**config.mk**
```make
export PLATFORM = sky130hd
export DESIGN_NAME = pi_smo_param_registers
export DESIGN_NICKNAME = d
export VERILOG_FILES = /design/src/pkg/pi_smo_pkg.sv /design/src/rtl/banked_word.sv /design/src/rtl/pi_smo_param_registers.sv
export SDC_FILE = /design/constraint.sdc
export NUM_CORES = 2
export LEC_CHECK = 0
export ABC_AREA = 1
export BUFFER_PORTS_ARGS = -buffer_cell sky130_fd_sc_hd__buf_2
export CORE_MARGIN = 2
export CORE_UTILIZATION = 55
export DETAILED_ROUTE_END_ITERATION = 12
export PLACE_DENSITY = 0.87
export SYNTH_ARGS = -nofsm -noshare
export SYNTH_HDL_FRONTEND = slang
export SYNTH_SLANG_ARGS = --single-unit
export TNS_END_PERCENT = 100
```
**constraint.sdc**
```tcl
create_clock -name ref_clk_i -period 17.76 [get_ports ref_clk_i]
set_input_delay 0.888 -clock ref_clk_i [delete_from_list [all_inputs] [get_ports ref_clk_i]]
set_output_delay 0.888 -clock ref_clk_i [all_outputs]
set_load 0.01 [all_outputs]
```
**src/pkg/pi_smo_pkg.sv**
```systemverilog
/*
  Shared constants and carriers for the regulator and observer word bank.
  Assumes an 8-bit special function register space and a page selector
  that lives outside this block.
*/
package pi_smo_pkg;

  localparam logic [7:0] ADDR_INTEGRAL_LO = 8'h9d;
  localparam logic [7:0] ADDR_INTEGRAL_HI = 8'h9e;
  localparam logic [7:0] ADDR_OUTPUT_LO = 8'hac;
  localparam logic [7:0] ADDR_OUTPUT_HI = 8'had;
  localparam logic [7:0] ADDR_FEEDBACK_LO = 8'hae;
  localparam logic [7:0] ADDR_FEEDBACK_HI = 8'haf;
  localparam logic [7:0] ADDR_OBS1_LO = 8'hbb;
  localparam logic [7:0] ADDR_OBS1_HI = 8'hbc;
  localparam logic [7:0] ADDR_OBS2_LO = 8'hbd;
  localparam logic [7:0] ADDR_OBS2_HI = 8'hbe;
  localparam logic [7:0] ADDR_TRACK = 8'hd7;

  localparam int LOOP_PAGES = 5;
  localparam int OBS1_PAGES = 6;
  localparam int OBS2_PAGES = 5;

  // Observer word 1 pages
  localparam int PG_PARAM_G = 0;
  localparam int PG_OBS_GAIN = 1;
  localparam int PG_ANGLE_BASE = 2;
  localparam int PG_ZCORR = 3;
  localparam int PG_EST_ANGLE = 4;
  localparam int PG_BANGBANG = 5;
  // Observer word 2 pages
  localparam int PG_PARAM_F = 0;
  localparam int PG_FILTER = 1;
  localparam int PG_ANGLE_SHIFT = 2;
  localparam int PG_MAX_SLIDE = 3;
  localparam int PG_SPEED = 4;

  localparam logic [15:0] RST_LOOP_WORD = 16'h0000;
  localparam logic [15:0] RST_PARAM_G = 16'h7fff;
  localparam logic [15:0] RST_OBS_GAIN = 16'h3e80;
  localparam logic [15:0] RST_ANGLE_BASE = 16'h0b2f;
  localparam logic [15:0] RST_ZCORR = 16'h7fff;
  localparam logic [15:0] RST_EST_ANGLE = 16'h0000;
  localparam logic [15:0] RST_BANGBANG = 16'h7fff;
  localparam logic [15:0] RST_PARAM_F = 16'h7fff;
  localparam logic [15:0] RST_FILTER = 16'h0064;
  localparam logic [15:0] RST_ANGLE_SHIFT = 16'h0000;
  localparam logic [15:0] RST_MAX_SLIDE = 16'h7fff;
  localparam logic [15:0] RST_SPEED = 16'h0000;
  localparam logic [7:0] RST_TRACK = 8'h00;

  localparam logic [31:0] ZCORR_FULL_SCALE = 32'd32767;

  typedef struct packed {
    logic wr;
    logic rd;
    logic [7:0] addr;
    logic [7:0] wdata;
  } sfr_req_t;

  // Bit order matches the tracking mode register, bit 7 first
  typedef struct packed {
    logic qcur_track_manual;
    logic qcur_track_on;
    logic dcur_track_manual;
    logic dcur_track_on;
    logic spd_track_manual;
    logic spd_track_on;
    logic angle_loop_track_manual;
    logic angle_loop_track_on;
  } track_t;

  typedef struct packed {
    logic [15:0] observer_param_g;
    logic [15:0] observer_gain;
    logic [15:0] angle_base;
    logic [15:0] zgain_correction;
    logic [15:0] bangbang_zgain;
    logic [15:0] observer_param_f;
    logic [15:0] observer_filter_coef;
    logic [15:0] angle_shift;
    logic [15:0] max_slide_error;
  } obs_param_t;

  typedef struct packed {
    logic angle_vld;
    logic [15:0] estimated_angle;
    logic speed_vld;
    logic [15:0] measured_speed;
  } obs_est_t;

endpackage

```
**src/rtl/banked_word.sv**
```systemverilog
/*
  One paged 16-bit word: a register per page, written a byte at a time
  at the page the selector names, and loadable by hardware per page.
  Assumes selector and strobes are on the same clock and reset.
*/
`timescale 1ns/100ps
module banked_word #(
  parameter int PAGES = 5,
  parameter logic [PAGES*16-1:0] RESET_VALS = '0,
  parameter logic [PAGES-1:0] RO_MASK = '0
) (
  input wire logic ref_clk_i,
  input wire logic rst_n_i,
  input wire logic wr_lo_i,
  input wire logic wr_hi_i,
  input wire logic [2:0] page_i,
  input wire logic [7:0] wdata_i,
  input wire logic [PAGES-1:0] ld_i,
  input wire logic [PAGES-1:0][15:0] ld_data_i,
  output logic [PAGES-1:0][15:0] words_o,
  output logic [15:0] rdata_o
);

  if (PAGES < 1 || PAGES > 8) begin : g_bad_pages
    $error("banked_word: PAGES must be 1 to 8");
  end

  wire page_ok = int'(page_i) < PAGES;
  assign rdata_o = page_ok ? words_o[page_i] : 16'h0000;

  for (genvar p = 0; p < PAGES; p++) begin : g_page
    // Only the addressed page takes bus writes; a read-only page ignores the bus
    wire hit = (int'(page_i) == p) && !RO_MASK[p];
    always_ff @(posedge ref_clk_i or negedge rst_n_i) begin
      if (!rst_n_i) begin
        words_o[p] <= RESET_VALS[p*16 +: 16];
      end else if (ld_i[p]) begin
        words_o[p] <= ld_data_i[p];
      end else if (hit && wr_lo_i) begin
        words_o[p][7:0] <= wdata_i;
      end else if (hit && wr_hi_i) begin
        words_o[p][15:8] <= wdata_i;
      end
    end
  end

endmodule

```
**src/rtl/pi_smo_param_registers.sv**
```systemverilog
/*
  Paged register bank for the five regulator loops and the sliding-mode
  observer, seen from the CPU special function register space.
  Assumes the page selector register and the observer datapath sit
  outside, on the same clock; only the reset arrives asynchronously.
*/
`timescale 1ns/100ps
module pi_smo_param_registers (
  input wire logic ref_clk_i,
  input wire logic reset_n_i,
  input wire pi_smo_pkg::sfr_req_t sfr_req_i,
  input wire logic [2:0] page_selector_i,
  input wire pi_smo_pkg::obs_est_t obs_est_i,
  input wire logic [15:0] zgain_i,
  output logic [7:0] sfr_rdata_o,
  output logic [pi_smo_pkg::LOOP_PAGES-1:0][15:0] loop_integral_o,
  output logic [pi_smo_pkg::LOOP_PAGES-1:0][15:0] loop_output_o,
  output logic [pi_smo_pkg::LOOP_PAGES-1:0][15:0] loop_feedback_o,
  output pi_smo_pkg::track_t tracking_o,
  output pi_smo_pkg::obs_param_t obs_param_o,
  output logic [31:0] slide_gain_first_o,
  output logic [15:0] slide_gain_second_o,
  output logic [15:0] zgain_scaled_o
);

  localparam int LP = pi_smo_pkg::LOOP_PAGES;
  localparam int O1 = pi_smo_pkg::OBS1_PAGES;
  localparam int O2 = pi_smo_pkg::OBS2_PAGES;

  // Reset release through two flops so all state leaves reset together
  logic [1:0] rst_pipe_q;
  logic rst_n;
  always_ff @(posedge ref_clk_i or negedge reset_n_i) begin
    if (!reset_n_i) begin
      rst_pipe_q <= 2'b00;
    end else begin
      rst_pipe_q <= {rst_pipe_q[0], 1'b1};
    end
  end
  assign rst_n = rst_pipe_q[1];

  // Address decode
  wire wr = sfr_req_i.wr;
  wire [7:0] addr = sfr_req_i.addr;
  wire [7:0] wdata = sfr_req_i.wdata;
  wire hit_int_lo = addr == pi_smo_pkg::ADDR_INTEGRAL_LO;
  wire hit_int_hi = addr == pi_smo_pkg::ADDR_INTEGRAL_HI;
  wire hit_out_lo = addr == pi_smo_pkg::ADDR_OUTPUT_LO;
  wire hit_out_hi = addr == pi_smo_pkg::ADDR_OUTPUT_HI;
  wire hit_fb_lo = addr == pi_smo_pkg::ADDR_FEEDBACK_LO;
  wire hit_fb_hi = addr == pi_smo_pkg::ADDR_FEEDBACK_HI;
  wire hit_o1_lo = addr == pi_smo_pkg::ADDR_OBS1_LO;
  wire hit_o1_hi = addr == pi_smo_pkg::ADDR_OBS1_HI;
  wire hit_o2_lo = addr == pi_smo_pkg::ADDR_OBS2_LO;
  wire hit_o2_hi = addr == pi_smo_pkg::ADDR_OBS2_HI;
  wire hit_track = addr == pi_smo_pkg::ADDR_TRACK;

  logic [15:0] int_word, out_word, fb_word, o1_word, o2_word;
  logic [O1-1:0][15:0] o1_words;
  logic [O2-1:0][15:0] o2_words;

  // Loop words carry no hardware load here; the regulators read them
  banked_word #(
    .PAGES(LP),
    .RESET_VALS({LP{pi_smo_pkg::RST_LOOP_WORD}})
  ) u_integral (
    .ref_clk_i(ref_clk_i),
    .rst_n_i(rst_n),
    .wr_lo_i(wr && hit_int_lo),
    .wr_hi_i(wr && hit_int_hi),
    .page_i(page_selector_i),
    .wdata_i(wdata),
    .ld_i('0),
    .ld_data_i('0),
    .words_o(loop_integral_o),
    .rdata_o(int_word)
  );

  banked_word #(
    .PAGES(LP),
    .RESET_VALS({LP{pi_smo_pkg::RST_LOOP_WORD}})
  ) u_output (
    .ref_clk_i(ref_clk_i),
    .rst_n_i(rst_n),
    .wr_lo_i(wr && hit_out_lo),
    .wr_hi_i(wr && hit_out_hi),
    .page_i(page_selector_i),
    .wdata_i(wdata),
    .ld_i('0),
    .ld_data_i('0),
    .words_o(loop_output_o),
    .rdata_o(out_word)
  );

  banked_word #(
    .PAGES(LP),
    .RESET_VALS({LP{pi_smo_pkg::RST_LOOP_WORD}})
  ) u_feedback (
    .ref_clk_i(ref_clk_i),
    .rst_n_i(rst_n),
    .wr_lo_i(wr && hit_fb_lo),
    .wr_hi_i(wr && hit_fb_hi),
    .page_i(page_selector_i),
    .wdata_i(wdata),
    .ld_i('0),
    .ld_data_i('0),
    .words_o(loop_feedback_o),
    .rdata_o(fb_word)
  );

  // Estimates enter only through the load port; the bus cannot touch them
  logic [O1-1:0] o1_ld;
  logic [O1-1:0][15:0] o1_ld_data;
  logic [O2-1:0] o2_ld;
  logic [O2-1:0][15:0] o2_ld_data;
  always_comb begin
    o1_ld = '0;
    o1_ld_data = '0;
    o2_ld = '0;
    o2_ld_data = '0;
    o1_ld[pi_smo_pkg::PG_EST_ANGLE] = obs_est_i.angle_vld;
    o1_ld_data[pi_smo_pkg::PG_EST_ANGLE] = obs_est_i.estimated_angle;
    o2_ld[pi_smo_pkg::PG_SPEED] = obs_est_i.speed_vld;
    o2_ld_data[pi_smo_pkg::PG_SPEED] = obs_est_i.measured_speed;
  end

  banked_word #(
    .PAGES(O1),
    .RESET_VALS({pi_smo_pkg::RST_BANGBANG, pi_smo_pkg::RST_EST_ANGLE,
                 pi_smo_pkg::RST_ZCORR, pi_smo_pkg::RST_ANGLE_BASE,
                 pi_smo_pkg::RST_OBS_GAIN, pi_smo_pkg::RST_PARAM_G}),
    .RO_MASK(6'h10)
  ) u_obs1 (
    .ref_clk_i(ref_clk_i),
    .rst_n_i(rst_n),
    .wr_lo_i(wr && hit_o1_lo),
    .wr_hi_i(wr && hit_o1_hi),
    .page_i(page_selector_i),
    .wdata_i(wdata),
    .ld_i(o1_ld),
    .ld_data_i(o1_ld_data),
    .words_o(o1_words),
    .rdata_o(o1_word)
  );

  banked_word #(
    .PAGES(O2),
    .RESET_VALS({pi_smo_pkg::RST_SPEED, pi_smo_pkg::RST_MAX_SLIDE,
                 pi_smo_pkg::RST_ANGLE_SHIFT, pi_smo_pkg::RST_FILTER,
                 pi_smo_pkg::RST_PARAM_F}),
    .RO_MASK(5'h10)
  ) u_obs2 (
    .ref_clk_i(ref_clk_i),
    .rst_n_i(rst_n),
    .wr_lo_i(wr && hit_o2_lo),
    .wr_hi_i(wr && hit_o2_hi),
    .page_i(page_selector_i),
    .wdata_i(wdata),
    .ld_i(o2_ld),
    .ld_data_i(o2_ld_data),
    .words_o(o2_words),
    .rdata_o(o2_word)
  );

  // Tracking mode register
  pi_smo_pkg::track_t track_q;
  always_ff @(posedge ref_clk_i or negedge rst_n) begin
    if (!rst_n) begin
      track_q <= pi_smo_pkg::RST_TRACK;
    end else if (wr && hit_track) begin
      track_q <= pi_smo_pkg::track_t'(wdata);
    end
  end
  assign tracking_o = track_q;

  assign obs_param_o.observer_param_g = o1_words[pi_smo_pkg::PG_PARAM_G];
  assign obs_param_o.observer_gain = o1_words[pi_smo_pkg::PG_OBS_GAIN];
  assign obs_param_o.angle_base = o1_words[pi_smo_pkg::PG_ANGLE_BASE];
  assign obs_param_o.zgain_correction = o1_words[pi_smo_pkg::PG_ZCORR];
  assign obs_param_o.bangbang_zgain = o1_words[pi_smo_pkg::PG_BANGBANG];
  assign obs_param_o.observer_param_f = o2_words[pi_smo_pkg::PG_PARAM_F];
  assign obs_param_o.observer_filter_coef = o2_words[pi_smo_pkg::PG_FILTER];
  assign obs_param_o.angle_shift = o2_words[pi_smo_pkg::PG_ANGLE_SHIFT];
  assign obs_param_o.max_slide_error = o2_words[pi_smo_pkg::PG_MAX_SLIDE];

  // Read path: unmapped addresses and absent pages read as zero
  wire [7:0] rd_byte =
    hit_int_lo ? int_word[7:0] : hit_int_hi ? int_word[15:8] :
    hit_out_lo ? out_word[7:0] : hit_out_hi ? out_word[15:8] :
    hit_fb_lo ? fb_word[7:0] : hit_fb_hi ? fb_word[15:8] :
    hit_o1_lo ? o1_word[7:0] : hit_o1_hi ? o1_word[15:8] :
    hit_o2_lo ? o2_word[7:0] : hit_o2_hi ? o2_word[15:8] :
    hit_track ? track_q : 8'h00;

  logic [7:0] rdata_q;
  always_ff @(posedge ref_clk_i or negedge rst_n) begin
    if (!rst_n) begin
      rdata_q <= 8'h00;
    end else if (sfr_req_i.rd) begin
      rdata_q <= rd_byte;
    end
  end
  assign sfr_rdata_o = rdata_q;

  // Gain arithmetic, registered to keep the multipliers off the bus path
  wire [31:0] gain_prod = {16'h0000, obs_param_o.observer_gain} *
                          {16'h0000, obs_param_o.max_slide_error};
  wire [31:0] zcorr_prod = {16'h0000, zgain_i} *
                           {16'h0000, obs_param_o.zgain_correction};
  wire [31:0] zcorr_quot = zcorr_prod / pi_smo_pkg::ZCORR_FULL_SCALE;
  // Corrections above full scale could overflow; saturate instead of wrap
  wire [15:0] zgain_sat = (zcorr_quot[31:16] != 16'h0000) ?
                          16'hffff : zcorr_quot[15:0];

  logic [31:0] slide1_q;
  logic [15:0] slide2_q, zgain_q;
  always_ff @(posedge ref_clk_i or negedge rst_n) begin
    if (!rst_n) begin
      slide1_q <= 32'h0000_0000;
      slide2_q <= 16'h0000;
      zgain_q <= 16'h0000;
    end else begin
      slide1_q <= gain_prod;
      slide2_q <= obs_param_o.bangbang_zgain;
      zgain_q <= zgain_sat;
    end
  end
  assign slide_gain_first_o = slide1_q;
  assign slide_gain_second_o = slide2_q;
  assign zgain_scaled_o = zgain_q;

  // Checks
  wire pg_loop = int'(page_selector_i) < LP;
endmodule

```
# [Word-level counts from Yosys, hierarchy flattened]
# Cells that the tools add are included.
[word_totals] ram_bits=0 register_bits=498 n_memories=0 input_bits=73 elab_cells=221 out_inout_bits=464 latchBits=0 rom_bits=0
[classes] multipliers=2 order_cmp=3 n_reduce_logical=85 bitwise=24 shifts=0 n_div=1 n_addsub=0 n_eq_ne=16 mux=27
[op_table] operator="16-bit binary-select mux with 3-bit select" n=5
[op_table] operator="16-bit 2-to-1 mux" n=11
[op_table] operator="8-bit equality test (second input constant)" n=11
[op_table] operator="8-bit 2-to-1 mux" n=11
[op_table] operator="16-bit by 16-bit multiplier with 32-bit output" n=2
[op_table] operator="1-bit logical AND" n=59
[op_table] operator="2-bit AND reduction" n=24
[op_table] operator="32-bit by 15-bit divider with 32-bit output (second input constant)" n=1
[op_table] operator="1-bit NOT" n=24
[op_table] operator="16-bit nonzero test" n=1
[op_table] operator="3-bit equality test (second input constant)" n=4
[op_table] operator="3-bit less-than comparator (second input constant)" n=2
[op_table] operator="3-bit by 4-bit less-than comparator with 1-bit output (second input constant)" n=1
[op_table] operator="3-bit by 2-bit equality test with 1-bit output (second input constant)" n=1
[op_table] operator="3-bit zero test" n=1

# [Depth between registers and ports, before layout]
[depth] ltp_word=13 ltp_mapped=167 ltp_nobuf=155

# [By module]
# From an unflattened synthesis, not the netlist that was laid out.
[hier_totals] hier_cells=8611 hier_area_um2=56800.7
[modules_own_cells] module="pi_smo_param_registers" cells_per_inst=4742 n_inst=1 area_each_um2=31463.9 seq_area_each_um2=2052.0
[modules_own_cells] module="banked_word (u_feedback ...)" cells_per_inst=783 n_inst=2 area_each_um2=4958.5 seq_area_each_um2=2001.9
[modules_own_cells] module="banked_word (u_obs1)" cells_per_inst=851 n_inst=1 area_each_um2=5763.0 seq_area_each_um2=2476.1
[modules_own_cells] module="banked_word (u_integral)" cells_per_inst=782 n_inst=1 area_each_um2=4946.0 seq_area_each_um2=2001.9
[modules_own_cells] module="banked_word (u_obs2)" cells_per_inst=670 n_inst=1 area_each_um2=4710.8 seq_area_each_um2=2043.2

# [Worst setup path after synthesis]
# OpenSTA, ideal clock, no wires.
[synth_timing] path_kind="input to register" from="input port zgain_i[10]" to="register zgain_q[0], in the netlist zgain_scaled_o[0]" setup_time_ns=0.116 path_buffers=12 required_time_ns=17.644 cell_stages=145 path_slack_ns=-0.534 arrival_time_ns=18.178 path_cell_list="clkbuf_1 > clkbuf_1 > nand2_1 > fa_1 > inv_1 > fa_1 > inv_1 > fa_1 > inv_1 > fa_1 > fa_1 > inv_1 > fa_1 > inv_1 > ha_1 > nand2_1 > nor2_2 > nand2_1 > [109 not listed] > nand2_2 > nand2_1 > inv_1 > ha_1 > nand3_2 > nor2_2 > nand2_1 > nor2_2 > nand2_2 > nand3_4 > buf_8 > nand4_1 > nand2_1 > inv_1 > nand3_1 > nor2_1 > nand2_1 > nand2_1"
[synth_between] elab_chain_len=4
[synth_rtl] element="start: declaration" line="pi_smo_param_registers.sv:14" rtl="input wire logic [15:0] zgain_i,"
[synth_rtl] element="16-bit by 16-bit multiplier with 32-bit output (*)" line="pi_smo_param_registers.sv:208" rtl="wire [31:0] zcorr_prod = {16'h0000, zgain_i} *"
[synth_rtl] element="32-bit by 15-bit divider with 32-bit output (*)" line="pi_smo_param_registers.sv:210" rtl="wire [31:0] zcorr_quot = zcorr_prod / pi_smo_pkg::ZCORR_FULL_SCALE;"
[synth_rtl] element="16-bit nonzero test" line="pi_smo_param_registers.sv:212" rtl="wire [15:0] zgain_sat = (zcorr_quot[31:16] != 16'h0000) ?"
[synth_rtl] element="16-bit 2-to-1 mux (*)" line="pi_smo_param_registers.sv:212"
[synth_rtl] element="net zgain_sat[0]" line="pi_smo_param_registers.sv:212"
[synth_rtl] element="end signal: assignment" line="pi_smo_param_registers.sv:225" rtl="zgain_q <= zgain_sat;"
[synth_rtl] element="end: declaration" line="pi_smo_param_registers.sv:216" rtl="logic [15:0] slide2_q, zgain_q;"
# The timed path passes the listed nets; every way through them passes the cells marked *.
# A chain may end at the register's enable or synchronous reset.

# [Worst setup path in the final report]
[layout_timing] from="register u_obs1.words_o[54] in the netlist's numbering" to="register zgain_q[0], in the netlist zgain_scaled_o[0]"
[layout_between] elab_chain_len=4
[layout_rtl] element="start: declaration" line="banked_word.sv:20" rtl="output logic [PAGES-1:0][15:0] words_o,"
[layout_rtl] element="start signal: indexed assignment" line="banked_word.sv:36" rtl="words_o[p] <= RESET_VALS[p*16 +: 16];"
[layout_rtl] element="start signal: indexed assignment" line="banked_word.sv:38" rtl="words_o[p] <= ld_data_i[p];"
[layout_rtl] element="start signal: indexed assignment" line="banked_word.sv:40" rtl="words_o[p][7:0] <= wdata_i;"
[layout_rtl] element="16-bit by 16-bit multiplier with 32-bit output (*)" line="pi_smo_param_registers.sv:208"
[layout_rtl] element="32-bit by 15-bit divider with 32-bit output (*)" line="pi_smo_param_registers.sv:210"
[layout_rtl] element="16-bit nonzero test" line="pi_smo_param_registers.sv:212"
[layout_rtl] element="16-bit 2-to-1 mux (*)" line="pi_smo_param_registers.sv:212"
[layout_rtl] element="net zgain_sat[0]" line="pi_smo_param_registers.sv:212"
# Marks and branches as above.

==> key figures <==
Outcome
  – Outcome: finished, violations left
  – Failing checks: negative setup slack

Critical path
  – Kind of critical path: reg2reg
  – Crit end category: register
  – Crit-path slowest cell: dfstp_2
  – R2R Path Start: u_obs1.words_o[54]$_DFFE_PN1P_
  – Flop2flop setup slack: -1530 ps
  – Crit path from: u_obs1.words_o[54]$_DFFE_PN1P_
  – Reg2reg end: zgain_scaled_o[0]$_DFF_PN0_
  – Most frequent cell on the critical path: nor2_4
  – Worst Path Required: 18380 ps
  – CP max FO: 8
  – Worst setup path endpoint: zgain_scaled_o[0]$_DFF_PN0_
  – Critical Path Start Type: register
  – R2r worst-path depth: 131
  – CP peak stage delay: 620 ps
  – Critical Path AT: 19920 ps

CTS
  – Cts bufs inserted: 56
  – Clk pin slew, worst setup/hold paths: 60 ps
  – CTS Sinks: 498
  – Clock buffer depth: 3
  – H-tree depth: 2
  – Clock Tree Root: clkbuf_16
  – Worst skew pair latency: 700 ps
  – CTS tree: yes

Logic synthesis
  – Synth Instances: 6674
  – Seq/Total Area, Yosys: 0.255
  – Syn nets: 7344
  – Synth Register Bits: 498
  – Avg Cell Area, Syn: 7.39 sq um
  – Yosys cell types: 73
  – Dominant synthesized flop cell: dfrtp_1
  – Syn. warnings: 0
  – EDFF count, synth: 0
  – Synth Cell Area: 49300 sq um
  – Async S/R FF share, synth: 1.00

Cells and area
  – Fin util: 0.702
  – Share of cells above drive strength 1: 0.314
  – Syn-to-layout area delta: 26.1%
  – Layout net count: roughly 8400

Routing
  – Total routed wirelength: 197000 microns
  – Residual DRC: 0
  – Routed WL per cell: ~22 microns
  – Vias: 52665
  – Iter 0 DRT Violations: roughly 5600
  – Vias per std cell: roughly 6
  – First-pass DRT Iterations: 11
  – Number of routed nets with antenna violations: 0

Global routing
  – GR Util All Layers: 0.395
  – Largest net degree at the start of global routing: 86
  – Initial antenna violation count: 29
  – First-pass GRT wire length: 281000 microns
  – Vias in the first global route: 50986
  – Gr ovfl total: 0

Floorplan
  – Die Wd: 304 microns
  – Area of the core: 88600 sq um
  – Starting Density: 0.557
  – Io pins: 537
  – Die boundary height: 304 microns
  – Die area: 92100 sq um
  – Rows: ~110

Timing
  – Max-slew violations: 0
  – Final setup margin: -1530 ps
  – Max Fclk: between 0.05 and 0.06 GHz
  – Count of final setup violators: 3
  – Hold WS: about 350 ps
  – Final Hold Viols: 0
  – Clk_skew: 43.8 ps
  – Unrepaired setup endpoints after global routing: true
  – Tightest Pin Transition: 1280 ps
  – Tcrit/Tclk final: 1.09
  – Slew headroom: 0.148
  – Min Tclk post-route: 19290 ps

Placement
  – PortBufs: around 540
  – Routability cong.: slightly below 1
  – Dpl hpwl: 137000 microns

Pwr
  – Max IR drop VDD: 0.104 mV
  – Leakage power: 34.9 nW
  – Pwr Total: between 3 and 4 mW
  – Pwr dens: approximately 54 nW/um^2

Flow run
  – # Max-Cap Violations: 0

Worst hold path
  – Worst Hold Class: reg2reg
## repair_timing
item,4_1_cts,5_1_grt
hold buffers,1,0
endpoints found under the setup margin,3,4
endpoints found under the hold margin,2,0
gates resized for setup,64,502
pin swaps,16,221
gates cloned,7,13
setup buffers,6,95
## final cells by class
class	instances	area, sq um
antenna	19	47.5
fill	6242	26400
multi-input combinational	4617	32600
clock buffer	84	1640
sequential	498	12600
timing repair buffer	1396	9330
inverter	1127	4270
tap	1165	1460
clock inverter	22	304
## power breakdown
part / switching [mW] / internal [mW] / total [mW]
registers: 0.0261 / 1.16 / 1.18
clock network: 0.536 / 0.704 / 1.24
logic: 0.541 / 0.365 / 0.906
total: 1.10 / 2.23 / 3.33
## layer usage
metal,share of wire,GRT usage,up-vias
li1,-,-,22724
met1,0.32,0.448,24800
met2,0.45,0.615,3845
met3,0.13,0.133,1280
met4,0.098,0.305,16
met5,0.00049,0,-
## worst max-delay path: cells and delay by family, from the launching register on
| family | cells | cell delay (ps) |
|---|---|---|
| simple gates | 99 | 12140 |
| compound gates | 4 | 600 |
| fa+ha+maj | 7 | 3270 |
| flops | 1 | 620 |
| buf+inv | 21 | 2530 |
## cells in the final DEF, fill, tap and decap left out, types with 23 or more instances in the layout
master	Yosys	final
nand2_8	1	24
o211ai_1	30	30
nor2_4	13	109
a21oi_1	157	150
nand3_1	267	193
nand2_4	49	77
nor2_2	81	80
nand4_1	58	58
o21ai_1	28	31
dfrtp_1	406	404
inv_2	46	69
fa_1	388	384
nand2_1	1906	1803
xor2_1	40	37
a22oi_1	176	176
o21ai_0	489	477
nor2_1	298	203
inv_1	1062	1038
nand3_4	7	42
nand3_2	60	101
buf_4	148	826
buf_6	9	23
ha_1	209	191
dfstp_2	92	91
nand2_2	191	260
clkbuf_16	0	57
buf_2	2	537
## cells by family after synthesis
| kind of cell | count (synthesis) | share of synthesized area |
|---|---|---|
| compound gates | 962 | 0.114 |
| simple gates | 2971 | 0.271 |
| flops | 498 | 0.255 |
| fa+ha+maj | 597 | 0.210 |
| xor+xnor | 55 | 0.0101 |
| buf+inv | 1578 | 0.137 |
| other cells | 1 | 0.0000760 |
| mux | 12 | 0.00274 |
## per-stage QoR
| step | setup WS, ps | setup TNS [ps] | area (sq um) | std cells |
|---|---|---|---|---|
| finish | -1530 | -2830 | 62300 | 8928 |
| global route | -2440 | -5560 | 62200 | 8918 |
| CTS | -790 | -1180 | 59200 | 8801 |
| detailed placement | -1770 | -3590 | 56900 | 8681 |
| global placement | -1120 | -1840 | 56900 | 8681 |
| floorplan | -95.9 | -95.9 | 49500 | 6674 |
## Yosys cell counts, types with 5 or more instances
cell      number  area (sq um)
clkinv_1      13          48.8
o21ai_1       28           140
buf_8          5          75.1
dfstp_2       92          2420
o21bai_1       9          67.6
mux2_2        12           135
buf_6          9           101
inv_2         46           173
ha_1         209          2620
nor3_1        17          85.1
inv_1       1062          3990
nand3_2       60           601
o21a_1         9          67.6
a22o_1        10          87.6
buf_1         20          75.1
a21oi_1      157           786
nor2_4        13           146
nand2_1     1906          7150
nand4_1       58           363
nor2_2        81           507
nand3b_1      12          90.1
o21ai_0      489          2450
o211ai_1      30           225
nand3_1      267          1340
o22ai_1        8          50.1
clkbuf_1     257           965
buf_12         6           120
a22oi_1      176          1320
nand3_4        7           123
buf_4        148          1110
nand2_4       49           552
nand2_2      191          1190
a211oi_1       8          60.1
dfrtp_1      406         10200
xnor2_1       14           123
xor2_1        40           350
fa_1         388          7770
nor2_1       298          1120
o221ai_1      15           131
## sequential cells by signal (all words and copies together), names as in the netlist
register / cells
u_obs1.words_o: 96
u_feedback.words_o: 80
u_integral.words_o: 80
u_obs2.words_o: 80
u_output.words_o: 80
slide_gain_first_o: 32
slide_gain_second_o: 16
zgain_scaled_o: 16
sfr_rdata_o: 8
tracking_o: 8
rst_pipe_q: 2
## worst min-delay path by stage
| stage | from | to | slack (ps) | depth (start not counted) |
|---|---|---|---|---|
| 2_1_floorplan | rst_pipe_q[0]$_DFF_PN0_ | rst_pipe_q[1]$_DFF_PN0_ | 330 | 0 |
| 3_3_place_gp | rst_pipe_q[0]$_DFF_PN0_ | rst_pipe_q[1]$_DFF_PN0_ | 340 | 0 |
| 3_5_place_dp | rst_pipe_q[0]$_DFF_PN0_ | rst_pipe_q[1]$_DFF_PN0_ | 340 | 0 |
| 4_1_cts | rst_pipe_q[0]$_DFF_PN0_ | rst_pipe_q[1]$_DFF_PN0_ | 350 | 0 |
| 5_1_grt | rst_pipe_q[0]$_DFF_PN0_ | rst_pipe_q[1]$_DFF_PN0_ | 370 | 0 |
| 6_report | rst_pipe_q[0]$_DFF_PN0_ | rst_pipe_q[1]$_DFF_PN0_ | 350 | 0 |
No activity file was read; power rests on OpenSTA's default activity.
